File: config.mk
export PLATFORM = sky130hd
export DESIGN_NAME = adcseq_top
export DESIGN_NICKNAME = d
export VERILOG_FILES = /design/src/verilog/adcseq_pkg.sv /design/src/verilog/adcseq_top.sv
export SDC_FILE = /design/constraint.sdc
export NUM_CORES = 1
export LEC_CHECK = 0
export ABC_AREA = 1
export BUFFER_PORTS_ARGS = -buffer_cell sky130_fd_sc_hd__buf_4
export CORE_MARGIN = 4
export CORE_UTILIZATION = 50
export DETAILED_ROUTE_END_ITERATION = 6
export PLACE_DENSITY = 0.86
export SYNTH_ARGS = -nofsm -noshare
export SYNTH_HDL_FRONTEND = slang
export SYNTH_SLANG_ARGS = --single-unit
File: constraint.sdc
create_clock -name clk_sys -period 1.7 [get_ports clk_sys]
set_clock_uncertainty 0.15 [all_clocks]
set_input_delay 0.255 -clock clk_sys [delete_from_list [all_inputs] [get_ports clk_sys]]
set_output_delay 0.255 -clock clk_sys [all_outputs]
set_load 0.005 [all_outputs]
File: src/verilog/adcseq_pkg.sv
// Package of constants for the conversion sequencer
`default_nettype none
package adcseq_pkg;
  // ==========================================================
  // Register offsets
  localparam logic [3:0] ADDR_CTRL0  = 4'h0;
  localparam logic [3:0] ADDR_CTRL1  = 4'h1;
  localparam logic [3:0] ADDR_RESHI  = 4'h2;
  localparam logic [3:0] ADDR_RESLO  = 4'h3;
  localparam logic [3:0] ADDR_ISTAT  = 4'h4;
  localparam logic [3:0] ADDR_IMASK  = 4'h5;
  localparam logic [3:0] ADDR_SAMPLE = 4'h6;
  // ==========================================================
  // Field positions in control register 0
  localparam int BIT_START  = 7;
  localparam int BIT_BUSY   = 6;
  localparam int BIT_ENABLE = 5;
  localparam int BIT_FORMAT = 4;
  // Field positions in control register 1
  localparam int DIV_LSB = 0;
  localparam int DIV_MSB = 2;
  // Interrupt status bit for conversion done
  localparam int BIT_DONE = 0;
  // ==========================================================
  // Reset values
  localparam logic [7:0] CTRL0_RST = 8'h00;
  localparam logic [7:0] CTRL1_RST = 8'h00;
  localparam logic [7:0] RES_RST   = 8'h00;
  // ==========================================================
  // Conversion timing in conversion clock cycles, divider counter and result widths
  localparam logic [4:0] SAMPLE_CYCLES = 5'h04;
  localparam logic [4:0] TOTAL_CYCLES  = 5'h10;
  localparam int         DIV_WIDTH     = 7;
  localparam int         RESULT_WIDTH  = 12;
  // ==========================================================
  // Sequencer states, one-hot
  typedef enum logic [2:0] {
    ADCSEQ_IDLE   = 3'b001,
    ADCSEQ_SAMPLE = 3'b010,
    ADCSEQ_CONV   = 3'b100
  } adcseq_state_t;
endpackage
`default_nettype wire

File: src/verilog/adcseq_top.sv
// Conversion sequencer of a successive-approximation converter
//
// Local design decisions: the register addresses and strobed register access.
`default_nettype none
// Overview of operation
// RULE_01: Start bit written high then low launches exactly one conversion.
// RULE_02: Start bit held high resets converter and forces busy flag to zero.
// RULE_03: Busy flag set by hardware once a conversion is launched.
// RULE_04: Busy flag cleared when the running conversion finishes.
// RULE_05: Completion sets the interrupt request flag regardless of enable.
// RULE_06: Enabled completion request drives the interrupt output.
// RULE_07: Without interrupt, software polls busy flag until it reads zero.
// RULE_08: Conversion clock comes only from system clock, divided up to 128.
// RULE_09: Software keeps conversion clock period between 0.5 and 10 us.
// RULE_10: At 4 MHz software avoids divider settings 000, 110 and 111.
// RULE_11: Divider select n divides system clock by two to the power n.
// RULE_12: Conversion lasts 16 conversion clocks: 4 sampling, 12 converting.
// RULE_13: Converter disabled: powered down, result registers keep contents.
// RULE_14: Format 0 left-justifies the 12-bit result, format 1 right-justifies.
// RULE_15: Start bit edges found synchronously; rising edge aborts a conversion.
// RULE_16: Divider is a free-running counter giving a one-cycle enable pulse.
module adcseq_top
  import adcseq_pkg::*;
#(
  parameter int RES_W = RESULT_WIDTH
) (
  input  wire logic             clk_sys,
  input  wire logic             rst_n,
  input  wire logic [3:0]       regAddr,
  input  wire logic [7:0]       regWdata,
  input  wire logic             regWrite,
  input  wire logic             regRead,
  output logic      [7:0]       regRdata,
  input  wire logic [RES_W-1:0] anaResult,
  output logic                  anaPowerOn,
  output logic                  anaReset,
  output logic                  anaSample,
  output logic                  anaConvTick,
  output logic                  irqOut
);

  // ==========================================================
  // Register storage
  logic                 startBit_q;
  logic                 startPrev_q;
  logic                 enable_q;
  logic                 format_q;
  logic [DIV_MSB:0]     divSel_q;
  logic [RES_W-1:0]     result_q;
  logic                 irqStat_q;
  logic                 irqMask_q;
  logic                 busy_q;
  adcseq_state_t        state_q;
  logic [4:0]           cycCnt_q;
  logic [DIV_WIDTH-1:0] divCnt_q;
  logic                 tick;
  logic                 startRise;
  logic                 startFall;
  logic                 convDone;
  logic [15:0]          resPacked;

  // Control writes; start bit kept as written so a held high level resets
  always_ff @(posedge clk_sys or negedge rst_n) begin
    if (!rst_n) begin
      startBit_q <= 1'b0;
      enable_q   <= 1'b0;
      format_q   <= 1'b0;
      divSel_q   <= '0;
      irqMask_q  <= 1'b0;
    end else if (regWrite) begin
      case (regAddr)
        ADDR_CTRL0: begin
          startBit_q <= regWdata[BIT_START];
          enable_q   <= regWdata[BIT_ENABLE];
          format_q   <= regWdata[BIT_FORMAT];
        end
        ADDR_CTRL1: divSel_q  <= regWdata[DIV_MSB:DIV_LSB];
        ADDR_IMASK: irqMask_q <= regWdata[BIT_DONE];
        default:    ;
      endcase
    end
  end

  // ==========================================================
  // Start edge detection on the registered bit
  always_ff @(posedge clk_sys or negedge rst_n) begin
    if (!rst_n) begin
      startPrev_q <= 1'b0;
    end else begin
      startPrev_q <= startBit_q; // [RULE_15]
    end
  end
  assign startRise = startBit_q & ~startPrev_q; // [RULE_15]
  assign startFall = ~startBit_q & startPrev_q; // [RULE_01]

  // ==========================================================
  // Conversion clock enable; counter runs free so no gated clock net exists
  always_ff @(posedge clk_sys or negedge rst_n) begin
    if (!rst_n) begin
      divCnt_q <= '0;
    end else begin
      divCnt_q <= divCnt_q + 1'b1; // [RULE_16]
    end
  end
  // Pulse whenever the low divSel bits of the counter are all ones
  always_comb begin
    logic [DIV_WIDTH-1:0] lowMask;
    lowMask = DIV_WIDTH'((8'h01 << divSel_q) - 8'h01); // [RULE_11]
    tick = ((divCnt_q & lowMask) == lowMask); // [RULE_08] [RULE_16]
  end

  // ==========================================================
  // Sequencer: 4 sampling ticks, then 12 converting ticks
  always_ff @(posedge clk_sys or negedge rst_n) begin
    if (!rst_n) begin
      state_q  <= ADCSEQ_IDLE;
      cycCnt_q <= '0;
    end else if (startBit_q || !enable_q) begin
      // Held start or power-down keeps converter in reset
      state_q  <= ADCSEQ_IDLE; // [RULE_02] [RULE_15] [RULE_13]
      cycCnt_q <= '0;
    end else begin
      case (state_q)
        ADCSEQ_IDLE: begin
          if (startFall) begin
            state_q  <= ADCSEQ_SAMPLE; // [RULE_01]
            cycCnt_q <= '0;
          end
        end
        ADCSEQ_SAMPLE: begin
          if (tick) begin
            cycCnt_q <= cycCnt_q + 5'h01;
            if (cycCnt_q == SAMPLE_CYCLES - 5'h01) begin
              state_q <= ADCSEQ_CONV; // [RULE_12]
            end
          end
        end
        ADCSEQ_CONV: begin
          if (tick) begin
            cycCnt_q <= cycCnt_q + 5'h01;
            if (cycCnt_q == TOTAL_CYCLES - 5'h01) begin
              state_q <= ADCSEQ_IDLE; // [RULE_12]
            end
          end
        end
        default: state_q <= ADCSEQ_IDLE;
      endcase
    end
  end
  assign convDone = (state_q == ADCSEQ_CONV) && tick && (cycCnt_q == TOTAL_CYCLES - 5'h01)
                    && !startBit_q && enable_q;

  // ==========================================================
  // Busy flag follows launch and completion
  always_ff @(posedge clk_sys or negedge rst_n) begin
    if (!rst_n) begin
      busy_q <= 1'b0;
    end else if (startBit_q || !enable_q) begin
      busy_q <= 1'b0; // [RULE_02]
    end else if (state_q == ADCSEQ_IDLE && startFall) begin
      busy_q <= 1'b1; // [RULE_03]
    end else if (convDone) begin
      busy_q <= 1'b0; // [RULE_04] [RULE_07]
    end
  end

  // ==========================================================
  // Result capture; nothing is captured while disabled
  always_ff @(posedge clk_sys or negedge rst_n) begin
    if (!rst_n) begin
      result_q <= '0;
    end else if (convDone) begin
      result_q <= anaResult; // [RULE_13]
    end
  end
  // Justification applied on read so a format change relabels the old value
  always_comb begin
    if (format_q) begin
      resPacked = {4'h0, result_q}; // [RULE_14]
    end else begin
      resPacked = {result_q, 4'h0}; // [RULE_14]
    end
  end

  // ==========================================================
  // Sticky done flag; a new completion wins over a clear in the same cycle
  always_ff @(posedge clk_sys or negedge rst_n) begin
    if (!rst_n) begin
      irqStat_q <= 1'b0;
    end else if (convDone) begin
      irqStat_q <= 1'b1; // [RULE_05]
    end else if (regWrite && regAddr == ADDR_ISTAT && regWdata[BIT_DONE]) begin
      irqStat_q <= 1'b0;
    end
  end
  always_ff @(posedge clk_sys or negedge rst_n) begin
    if (!rst_n) begin
      irqOut <= 1'b0;
    end else begin
      irqOut <= (irqStat_q | convDone) & irqMask_q; // [RULE_06]
    end
  end

  // ==========================================================
  // Read port: data valid only in the cycle after the strobe
  always_ff @(posedge clk_sys or negedge rst_n) begin
    if (!rst_n) begin
      regRdata <= 8'h00;
    end else if (regRead) begin
      case (regAddr)
        ADDR_CTRL0:  regRdata <= {startBit_q, busy_q, enable_q, format_q, 4'h0};
        ADDR_CTRL1:  regRdata <= {5'h00, divSel_q};
        ADDR_RESHI:  regRdata <= resPacked[15:8];
        ADDR_RESLO:  regRdata <= resPacked[7:0];
        ADDR_ISTAT:  regRdata <= {7'h00, irqStat_q};
        ADDR_IMASK:  regRdata <= {7'h00, irqMask_q};
        ADDR_SAMPLE: regRdata <= {7'h00, state_q == ADCSEQ_SAMPLE};
        default:     regRdata <= 8'h00;
      endcase
    end else begin
      regRdata <= 8'h00;
    end
  end

  // ==========================================================
  // Analog-side controls, all registered
  always_ff @(posedge clk_sys or negedge rst_n) begin
    if (!rst_n) begin
      anaPowerOn  <= 1'b0;
      anaReset    <= 1'b1;
      anaSample   <= 1'b0;
      anaConvTick <= 1'b0;
    end else begin
      anaPowerOn  <= enable_q; // [RULE_13]
      anaReset    <= startBit_q | ~enable_q; // [RULE_02]
      anaSample   <= (state_q == ADCSEQ_SAMPLE);
      anaConvTick <= (state_q != ADCSEQ_IDLE) & tick; // [RULE_08]
    end
  end

  // ==========================================================
  // Checks
  chk_busy_on_launch: assert property (@(posedge clk_sys) disable iff (!rst_n) // [RULE_03]
    (state_q == ADCSEQ_IDLE && startFall && enable_q) |=> busy_q)
    else $error("busy not set after launch");
  chk_busy_held_reset: assert property (@(posedge clk_sys) disable iff (!rst_n) // [RULE_02]
    (startBit_q && startPrev_q) |-> !busy_q)
    else $error("busy set while start held");
  chk_busy_done_clear: assert property (@(posedge clk_sys) disable iff (!rst_n) // [RULE_04]
    convDone |=> !busy_q)
    else $error("busy not cleared at completion");
  chk_irq_flag_set: assert property (@(posedge clk_sys) disable iff (!rst_n) // [RULE_05]
    convDone |=> irqStat_q)
    else $error("done flag not set");
  chk_irq_out_mask: assert property (@(posedge clk_sys) disable iff (!rst_n) // [RULE_06]
    (irqStat_q && irqMask_q) |=> irqOut)
    else $error("interrupt not raised");
  chk_tick_div_rate: assert property (@(posedge clk_sys) disable iff (!rst_n) // [RULE_11]
    (tick && divSel_q == 3'h1 && $stable(divSel_q)) |=> !tick)
    else $error("divide by two pulses too often");
  chk_result_hold: assert property (@(posedge clk_sys) disable iff (!rst_n) // [RULE_13]
    !enable_q |=> $stable(result_q))
    else $error("result changed while disabled");
  chk_rise_abort: assert property (@(posedge clk_sys) disable iff (!rst_n) // [RULE_15]
    startRise |=> state_q == ADCSEQ_IDLE)
    else $error("rising start did not abort");
  chk_conv_length: assert property (@(posedge clk_sys) disable iff (!rst_n) // [RULE_12]
    (state_q == ADCSEQ_IDLE && startFall && enable_q && divSel_q == 3'h0 && !regWrite)
      |=> busy_q [*8] ##1 busy_q [*8] ##1 (!busy_q || startBit_q || !enable_q))
    else $error("conversion not 16 clocks at divide by one");
  cov_conv_done:  cover property (@(posedge clk_sys) disable iff (!rst_n) convDone);
  cov_abort:      cover property (@(posedge clk_sys) disable iff (!rst_n) busy_q && startRise);
  cov_irq:        cover property (@(posedge clk_sys) disable iff (!rst_n) irqOut);
  cov_set_clear:  cover property (@(posedge clk_sys) disable iff (!rst_n)
    convDone && regWrite && regAddr == ADDR_ISTAT);

  // ==========================================================
  // Further checks on flags, pins and the phase counter
  // The counter bounds catch a phase that overruns before the busy flag shows it
  chk_irq_sticky: assert property (@(posedge clk_sys) disable iff (!rst_n) // [RULE_05]
    (irqStat_q && !(regWrite && regAddr == ADDR_ISTAT && regWdata[BIT_DONE])) |=> irqStat_q)
    else $error("done flag dropped without a clear");
  chk_irq_low_mask: assert property (@(posedge clk_sys) disable iff (!rst_n) // [RULE_06]
    !irqMask_q |=> !irqOut)
    else $error("interrupt raised while masked");
  chk_irq_no_flag: assert property (@(posedge clk_sys) disable iff (!rst_n) // [RULE_06]
    (!irqStat_q && !convDone) |=> !irqOut)
    else $error("interrupt raised with no flag");
  chk_reset_pin_start: assert property (@(posedge clk_sys) disable iff (!rst_n) // [RULE_02]
    startBit_q |=> anaReset)
    else $error("converter not reset while start high");
  chk_reset_pin_off: assert property (@(posedge clk_sys) disable iff (!rst_n) // [RULE_13]
    !enable_q |=> anaReset)
    else $error("converter not reset while disabled");
  chk_power_on_pin: assert property (@(posedge clk_sys) disable iff (!rst_n) // [RULE_13]
    enable_q |=> anaPowerOn)
    else $error("converter not powered while enabled");
  chk_power_off_pin: assert property (@(posedge clk_sys) disable iff (!rst_n) // [RULE_13]
    !enable_q |=> !anaPowerOn)
    else $error("converter powered while disabled");
  chk_busy_disabled: assert property (@(posedge clk_sys) disable iff (!rst_n) // [RULE_13]
    !enable_q |=> !busy_q)
    else $error("busy set while disabled");
  chk_busy_rise_clear: assert property (@(posedge clk_sys) disable iff (!rst_n) // [RULE_02]
    startRise |=> !busy_q)
    else $error("busy not cleared by rising start");
  chk_idle_busy_low: assert property (@(posedge clk_sys) disable iff (!rst_n) // [RULE_04]
    (state_q == ADCSEQ_IDLE) |-> !busy_q)
    else $error("busy set while sequencer idle");
  chk_launch_sample: assert property (@(posedge clk_sys) disable iff (!rst_n) // [RULE_01]
    (state_q == ADCSEQ_IDLE && startFall && enable_q) |=> state_q == ADCSEQ_SAMPLE)
    else $error("launch did not enter sampling");
  chk_sample_to_conv: assert property (@(posedge clk_sys) disable iff (!rst_n) // [RULE_12]
    (state_q == ADCSEQ_SAMPLE && tick && cycCnt_q == SAMPLE_CYCLES - 5'h01 && !startBit_q && enable_q)
      |=> state_q == ADCSEQ_CONV)
    else $error("sampling did not end after four ticks");
  chk_sample_count: assert property (@(posedge clk_sys) disable iff (!rst_n) // [RULE_12]
    (state_q == ADCSEQ_SAMPLE) |-> cycCnt_q < SAMPLE_CYCLES)
    else $error("sampling phase overran");
  chk_conv_count: assert property (@(posedge clk_sys) disable iff (!rst_n) // [RULE_12]
    (state_q == ADCSEQ_CONV) |-> (cycCnt_q >= SAMPLE_CYCLES && cycCnt_q < TOTAL_CYCLES))
    else $error("converting phase count out of range");
  chk_sample_pin: assert property (@(posedge clk_sys) disable iff (!rst_n) // [RULE_12]
    (state_q == ADCSEQ_SAMPLE) |=> anaSample)
    else $error("sample pin low during sampling");
  chk_tick_div_one: assert property (@(posedge clk_sys) disable iff (!rst_n) // [RULE_11]
    (divSel_q == 3'h0) |-> tick)
    else $error("undivided clock missed a tick");
  chk_conv_tick_pin: assert property (@(posedge clk_sys) disable iff (!rst_n) // [RULE_08]
    (state_q != ADCSEQ_IDLE && tick) |=> anaConvTick)
    else $error("conversion tick not passed on");
  chk_idle_tick_pin: assert property (@(posedge clk_sys) disable iff (!rst_n) // [RULE_08]
    (state_q == ADCSEQ_IDLE) |=> !anaConvTick)
    else $error("conversion tick while idle");
  chk_result_capture: assert property (@(posedge clk_sys) disable iff (!rst_n) // [RULE_13]
    convDone |=> result_q == $past(anaResult))
    else $error("result not captured at completion");
  chk_fmt_right: assert property (@(posedge clk_sys) disable iff (!rst_n) // [RULE_14]
    format_q |-> resPacked[15:12] == 4'h0)
    else $error("right-justified upper bits not zero");
  chk_fmt_left: assert property (@(posedge clk_sys) disable iff (!rst_n) // [RULE_14]
    !format_q |-> resPacked[3:0] == 4'h0)
    else $error("left-justified lower bits not zero");
  chk_rdata_idle: assert property (@(posedge clk_sys) disable iff (!rst_n)
    !regRead |=> regRdata == 8'h00)
    else $error("read data not zero without a read");

endmodule // adcseq_top
`default_nettype wire

==> summary.txt <==
Clock tree
  • Clock-pin transition on the worst setup and hold timing paths: 0.09 ns
  • Clock sink count: 50
  • CTS Root Cell: sky130_fd_sc_hd__clkbuf_8
  • Clock tree from TritonCTS: built
  • Number of H-tree levels: 2
  • TritonCTS Buffers: 5
  • Longest Clk Path Bufs: 2
  • Worst-Skew Late Latency: about 0.31 ns

STA
  • Slew of the pin with the lowest slew margin: 0.628 ns
  • Relative max-transition margin: roughly three fifths
  • Fin. max-slew vios: 0
  • Total count of hold-check failures in the final report: 0
  • Final total negative setup slack: -0.00112 ns
  • Maximum achievable frequency: 588 MHz
  • Min cycle time layout: 1.70 ns
  • Setup slack after layout: -0.00112 ns
  • Setup-violating endpoint count in the final report: 1
  • Fraction of the cycle the final worst path needs: 100%
  • Worst hold margin: 0.0260 ns
  • RSZ-0062 raised after global routing: yes

Logic synthesis
  • Most area-consuming cells after synthesis: sky130_fd_sc_hd__dfrtp_1 (47%), sky130_fd_sc_hd__nand2_1 (9.0%), sky130_fd_sc_hd__inv_1 (5.5%), sky130_fd_sc_hd__nand2_2 (4.4%), sky130_fd_sc_hd__nor2_1 (3.4%)
  • Post-synthesis net count: 315
  • EDFF count, synth: 0
  • Synthesized netlist cell count: 284
  • Asr flop ratio synth: 100%
  • Most frequent cell after synthesis: sky130_fd_sc_hd__nand2_1
  • Top_reg_cell synth: sky130_fd_sc_hd__dfrtp_1
  • Summed instance area of the synthesized netlist: ~2500 µm²
  • Sequential share of the synthesized area: 49.5%
  • Post-synthesis cell type with the largest combined area: sky130_fd_sc_hd__dfrtp_1
  • Syn_area_per_cell: 8.93 µm²
  • Cell types with the highest counts after synthesis: sky130_fd_sc_hd__nand2_1 (61), sky130_fd_sc_hd__dfrtp_1 (48), sky130_fd_sc_hd__inv_1 (37)
  • Number of synthesized register bits: 50
  • Proportion of netlist area held by the largest area contributor: 47.4%
  • Number of warnings issued by yosys: 0
  • Count of unique library cells instantiated by Yosys: 35

Floorplan
  • Initial Utilization: 52.6%
  • Row count: 25
  • I/O pin count: ~40
  • Die outline height: between 70 and 80 µm
  • Total Die Area: 6270 µm²
  • Core area: 4820 µm²
  • Die X-Extent: just under 80 µm

Detailed routing
  • Number of nets with antenna violations after detailed routing: 0
  • Met1 layer wirelength in the final routing: approximately 2300 µm
  • 1st-pass router iterations: 4
  • Uppermost routed layer: met4
  • Remaining routing DRC violations: 0
  • Via/cell ratio: 5.03
  • Number of DRC violations after detailed-routing iteration 0: 135
  • Vias post-DR: 2,088
  • Average wire length per cell after detail routing: 13.2 µm
  • DR WL met3: ~290 µm
  • Final Routed Wirelength: roughly 5500 µm
  • Total met2 wirelength after detailed routing: around 2800 µm

Run status
  • Violated checks: negative setup slack
  • Result of the run: finished with violations

Finish
  • Fraction of layout cells with a size suffix above 1: 32.8%
  • Growth of design area from synthesis to finish: 25.7%
  • Final layout net count: roughly 380
  • Filler cell count in the final layout: just over 400
  • Count of inserted antenna diode cells: 0

Placement
  • Port Buffers: 38
  • Dpl hpwl: between 3000 and 4000 µm
  • Final estimated routing congestion in global placement: 0.836

Power and ir drop
  • Static power due to leakage: around 1.6 nW
  • Maximum vdd drop: 0.000457 V
  • P per Cell Area: 789 nW/µm²

Hold path
  • Worst min-delay path class: in2reg
  • Hold path start: regWdata[1]

Global routing
  • Antenna violations before repair: 0
  • Overall routing resource usage: 18.9%
  • Pin count of the biggest net entering global routing: 51
  • Overflow left after global routing: 0
  • Number of global-route vias before repair: 2,007
  • Global-route wire length before repair: a little over 9000 µm

Setup path
  • Crit Reg-Reg Startpoint: state_q[0]$_DFFE_PN1P_
  • Biggest fanout along the worst timing path: 6
  • Arrival @ worst endpoint: ~1.8 ns
  • Critical Path End Type: register
  • Required time of the worst setup path: 1.80 ns
  • Launching instance or port of the critical path: state_q[0]$_DFFE_PN1P_
  • Critical path launch point type: register
  • Worst Setup Path Type: reg2reg

Flow run
  • Count of maximum capacitance violations: 0
cell usage in the layout (no fill, tap or decap), types with 2 or more instances in the layout:
cell	synthesis	final
sky130_fd_sc_hd__nor2_4	3	3
sky130_fd_sc_hd__nand2_2	18	22
sky130_fd_sc_hd__inv_1	37	35
sky130_fd_sc_hd__dfrtp_1	48	48
sky130_fd_sc_hd__nor3_4	2	3
sky130_fd_sc_hd__a21oi_1	8	8
sky130_fd_sc_hd__inv_2	6	8
sky130_fd_sc_hd__buf_4	0	46
sky130_fd_sc_hd__o21ai_0	13	12
sky130_fd_sc_hd__nand3_1	14	13
sky130_fd_sc_hd__nand3_2	1	2
sky130_fd_sc_hd__nand4_1	5	5
sky130_fd_sc_hd__nand2_4	2	2
sky130_fd_sc_hd__o211ai_1	3	3
sky130_fd_sc_hd__nand2_1	61	57
sky130_fd_sc_hd__o22ai_1	2	2
sky130_fd_sc_hd__ha_2	0	2
sky130_fd_sc_hd__dfstp_2	2	2
sky130_fd_sc_hd__dlygate4sd3_1	0	13
sky130_fd_sc_hd__nor2_2	1	3
sky130_fd_sc_hd__nor2_1	23	21
sky130_fd_sc_hd__clkbuf_8	0	6
sky130_fd_sc_hd__xor2_1	7	7
sky130_fd_sc_hd__o21ai_2	9	9
cells by family after synthesis:
family | share of synthesized area [%]
AO/OA/AOI/OAI | 10.1
adder cells (fa/ha/maj) | 1.48
AND/OR/NAND/NOR | 27.4
multiplexers | 0.444
buffers and inverters | 8.69
XOR/XNOR | 2.42
flip-flops | 49.5
per-layer routing:
| layer | vias to the layer above | global-route usage, % |
|---|---|---|
| met4 | 0 | 8.76 |
| met2 | 65 | 32.2 |
| met3 | 10 | 3.97 |
| met5 | - | 0 |
| met1 | 988 | 22.8 |
| li1 | 1025 | - |
flip-flops by register name, summed over array words and instances, names as in the netlist:
register,flops
format_q,1
anaPowerOn,1
result_q,12
irqMask_q,1
irqStat_q,1
cycCnt_q,5
startBit_q,1
irqOut,1
anaReset,1
anaConvTick,1
enable_q,1
regRdata,8
state_q,3
divSel_q,3
anaSample,1
startPrev_q,1
busy_q,1
divCnt_q,7
metrics by stage:
stage	setup WS, ns	instances	utilization (%)	power, mW	instance area (µm²)
4_1_cts	-0.00261	411	64.8	2.49	3120
3_3_place_gp	0.0331	390	60.0	1.73	2890
2_1_floorplan	0.0540	284	-	1.58	2530
3_5_place_dp	-0.00853	390	60.0	1.75	2890
6_report	-0.00112	415	66.1	2.51	3190
5_1_grt	-0.0634	415	66.1	2.65	3190
worst max-delay path, cell delays in order, from the launching register on:
cell,delay [ns]
sky130_fd_sc_hd__dfstp_2,0.57
sky130_fd_sc_hd__inv_2,0.07
sky130_fd_sc_hd__nor3_4,0.21
sky130_fd_sc_hd__inv_2,0.10
sky130_fd_sc_hd__nor3_4,0.21
sky130_fd_sc_hd__inv_2,0.11
sky130_fd_sc_hd__nand3_4,0.10
sky130_fd_sc_hd__nand2_1,0.07
sky130_fd_sc_hd__nand2_1,0.06
what timing repair did:
item / 4_1_cts / 5_1_grt
pin swaps: 0 / 8
hold buffers: 13 / 0
cloned: 0 / 0
resized for setup: 2 / 14
hold endpoints to repair: 60 / 0
setup endpoints to repair: 10 / 11
buffers inserted: 0 / 4
final timing paths:
check	slack, ns	cells past startpoint	end
max	-0.001	8	cycCnt_q[1]$_DFFE_PN0P_
min	0.03	2	divSel_q[1]$_DFFE_PN0P_
max reg2reg	-0.001	8	cycCnt_q[1]$_DFFE_PN0P_
min reg2reg	0.28	0	startPrev_q$_DFF_PN0_
max in group asynchronous	0.62	2	anaPowerOn$_DFF_PN0_
min in group asynchronous	0.36	2	regRdata[2]$_DFF_PN0_
power breakdown:
part / switching, mW / total (mW) / internal [mW] / leakage [nW]
Combinational: 0.257 / 0.453 / 0.196 / 1.00
Sequential: 0.0752 / 1.35 / 1.27 / 0.584
Clock: 0.384 / 0.713 / 0.329 / 0.0482
layout make-up:
class / count / area [µm²] / share of cell area (%)
tap: 67 / 83.8 / 2.63
sequential: 50 / 1250 / 39.4
inverter: 44 / 178 / 5.58
clock buffer: 7 / 86.3 / 2.71
clock inverter: 1 / 5.00 / 0.157
timing repair buffer: 60 / 487 / 15.3
multi-input combinational: 186 / 1090 / 34.3
No activity file was read; power rests on OpenSTA's default activity.
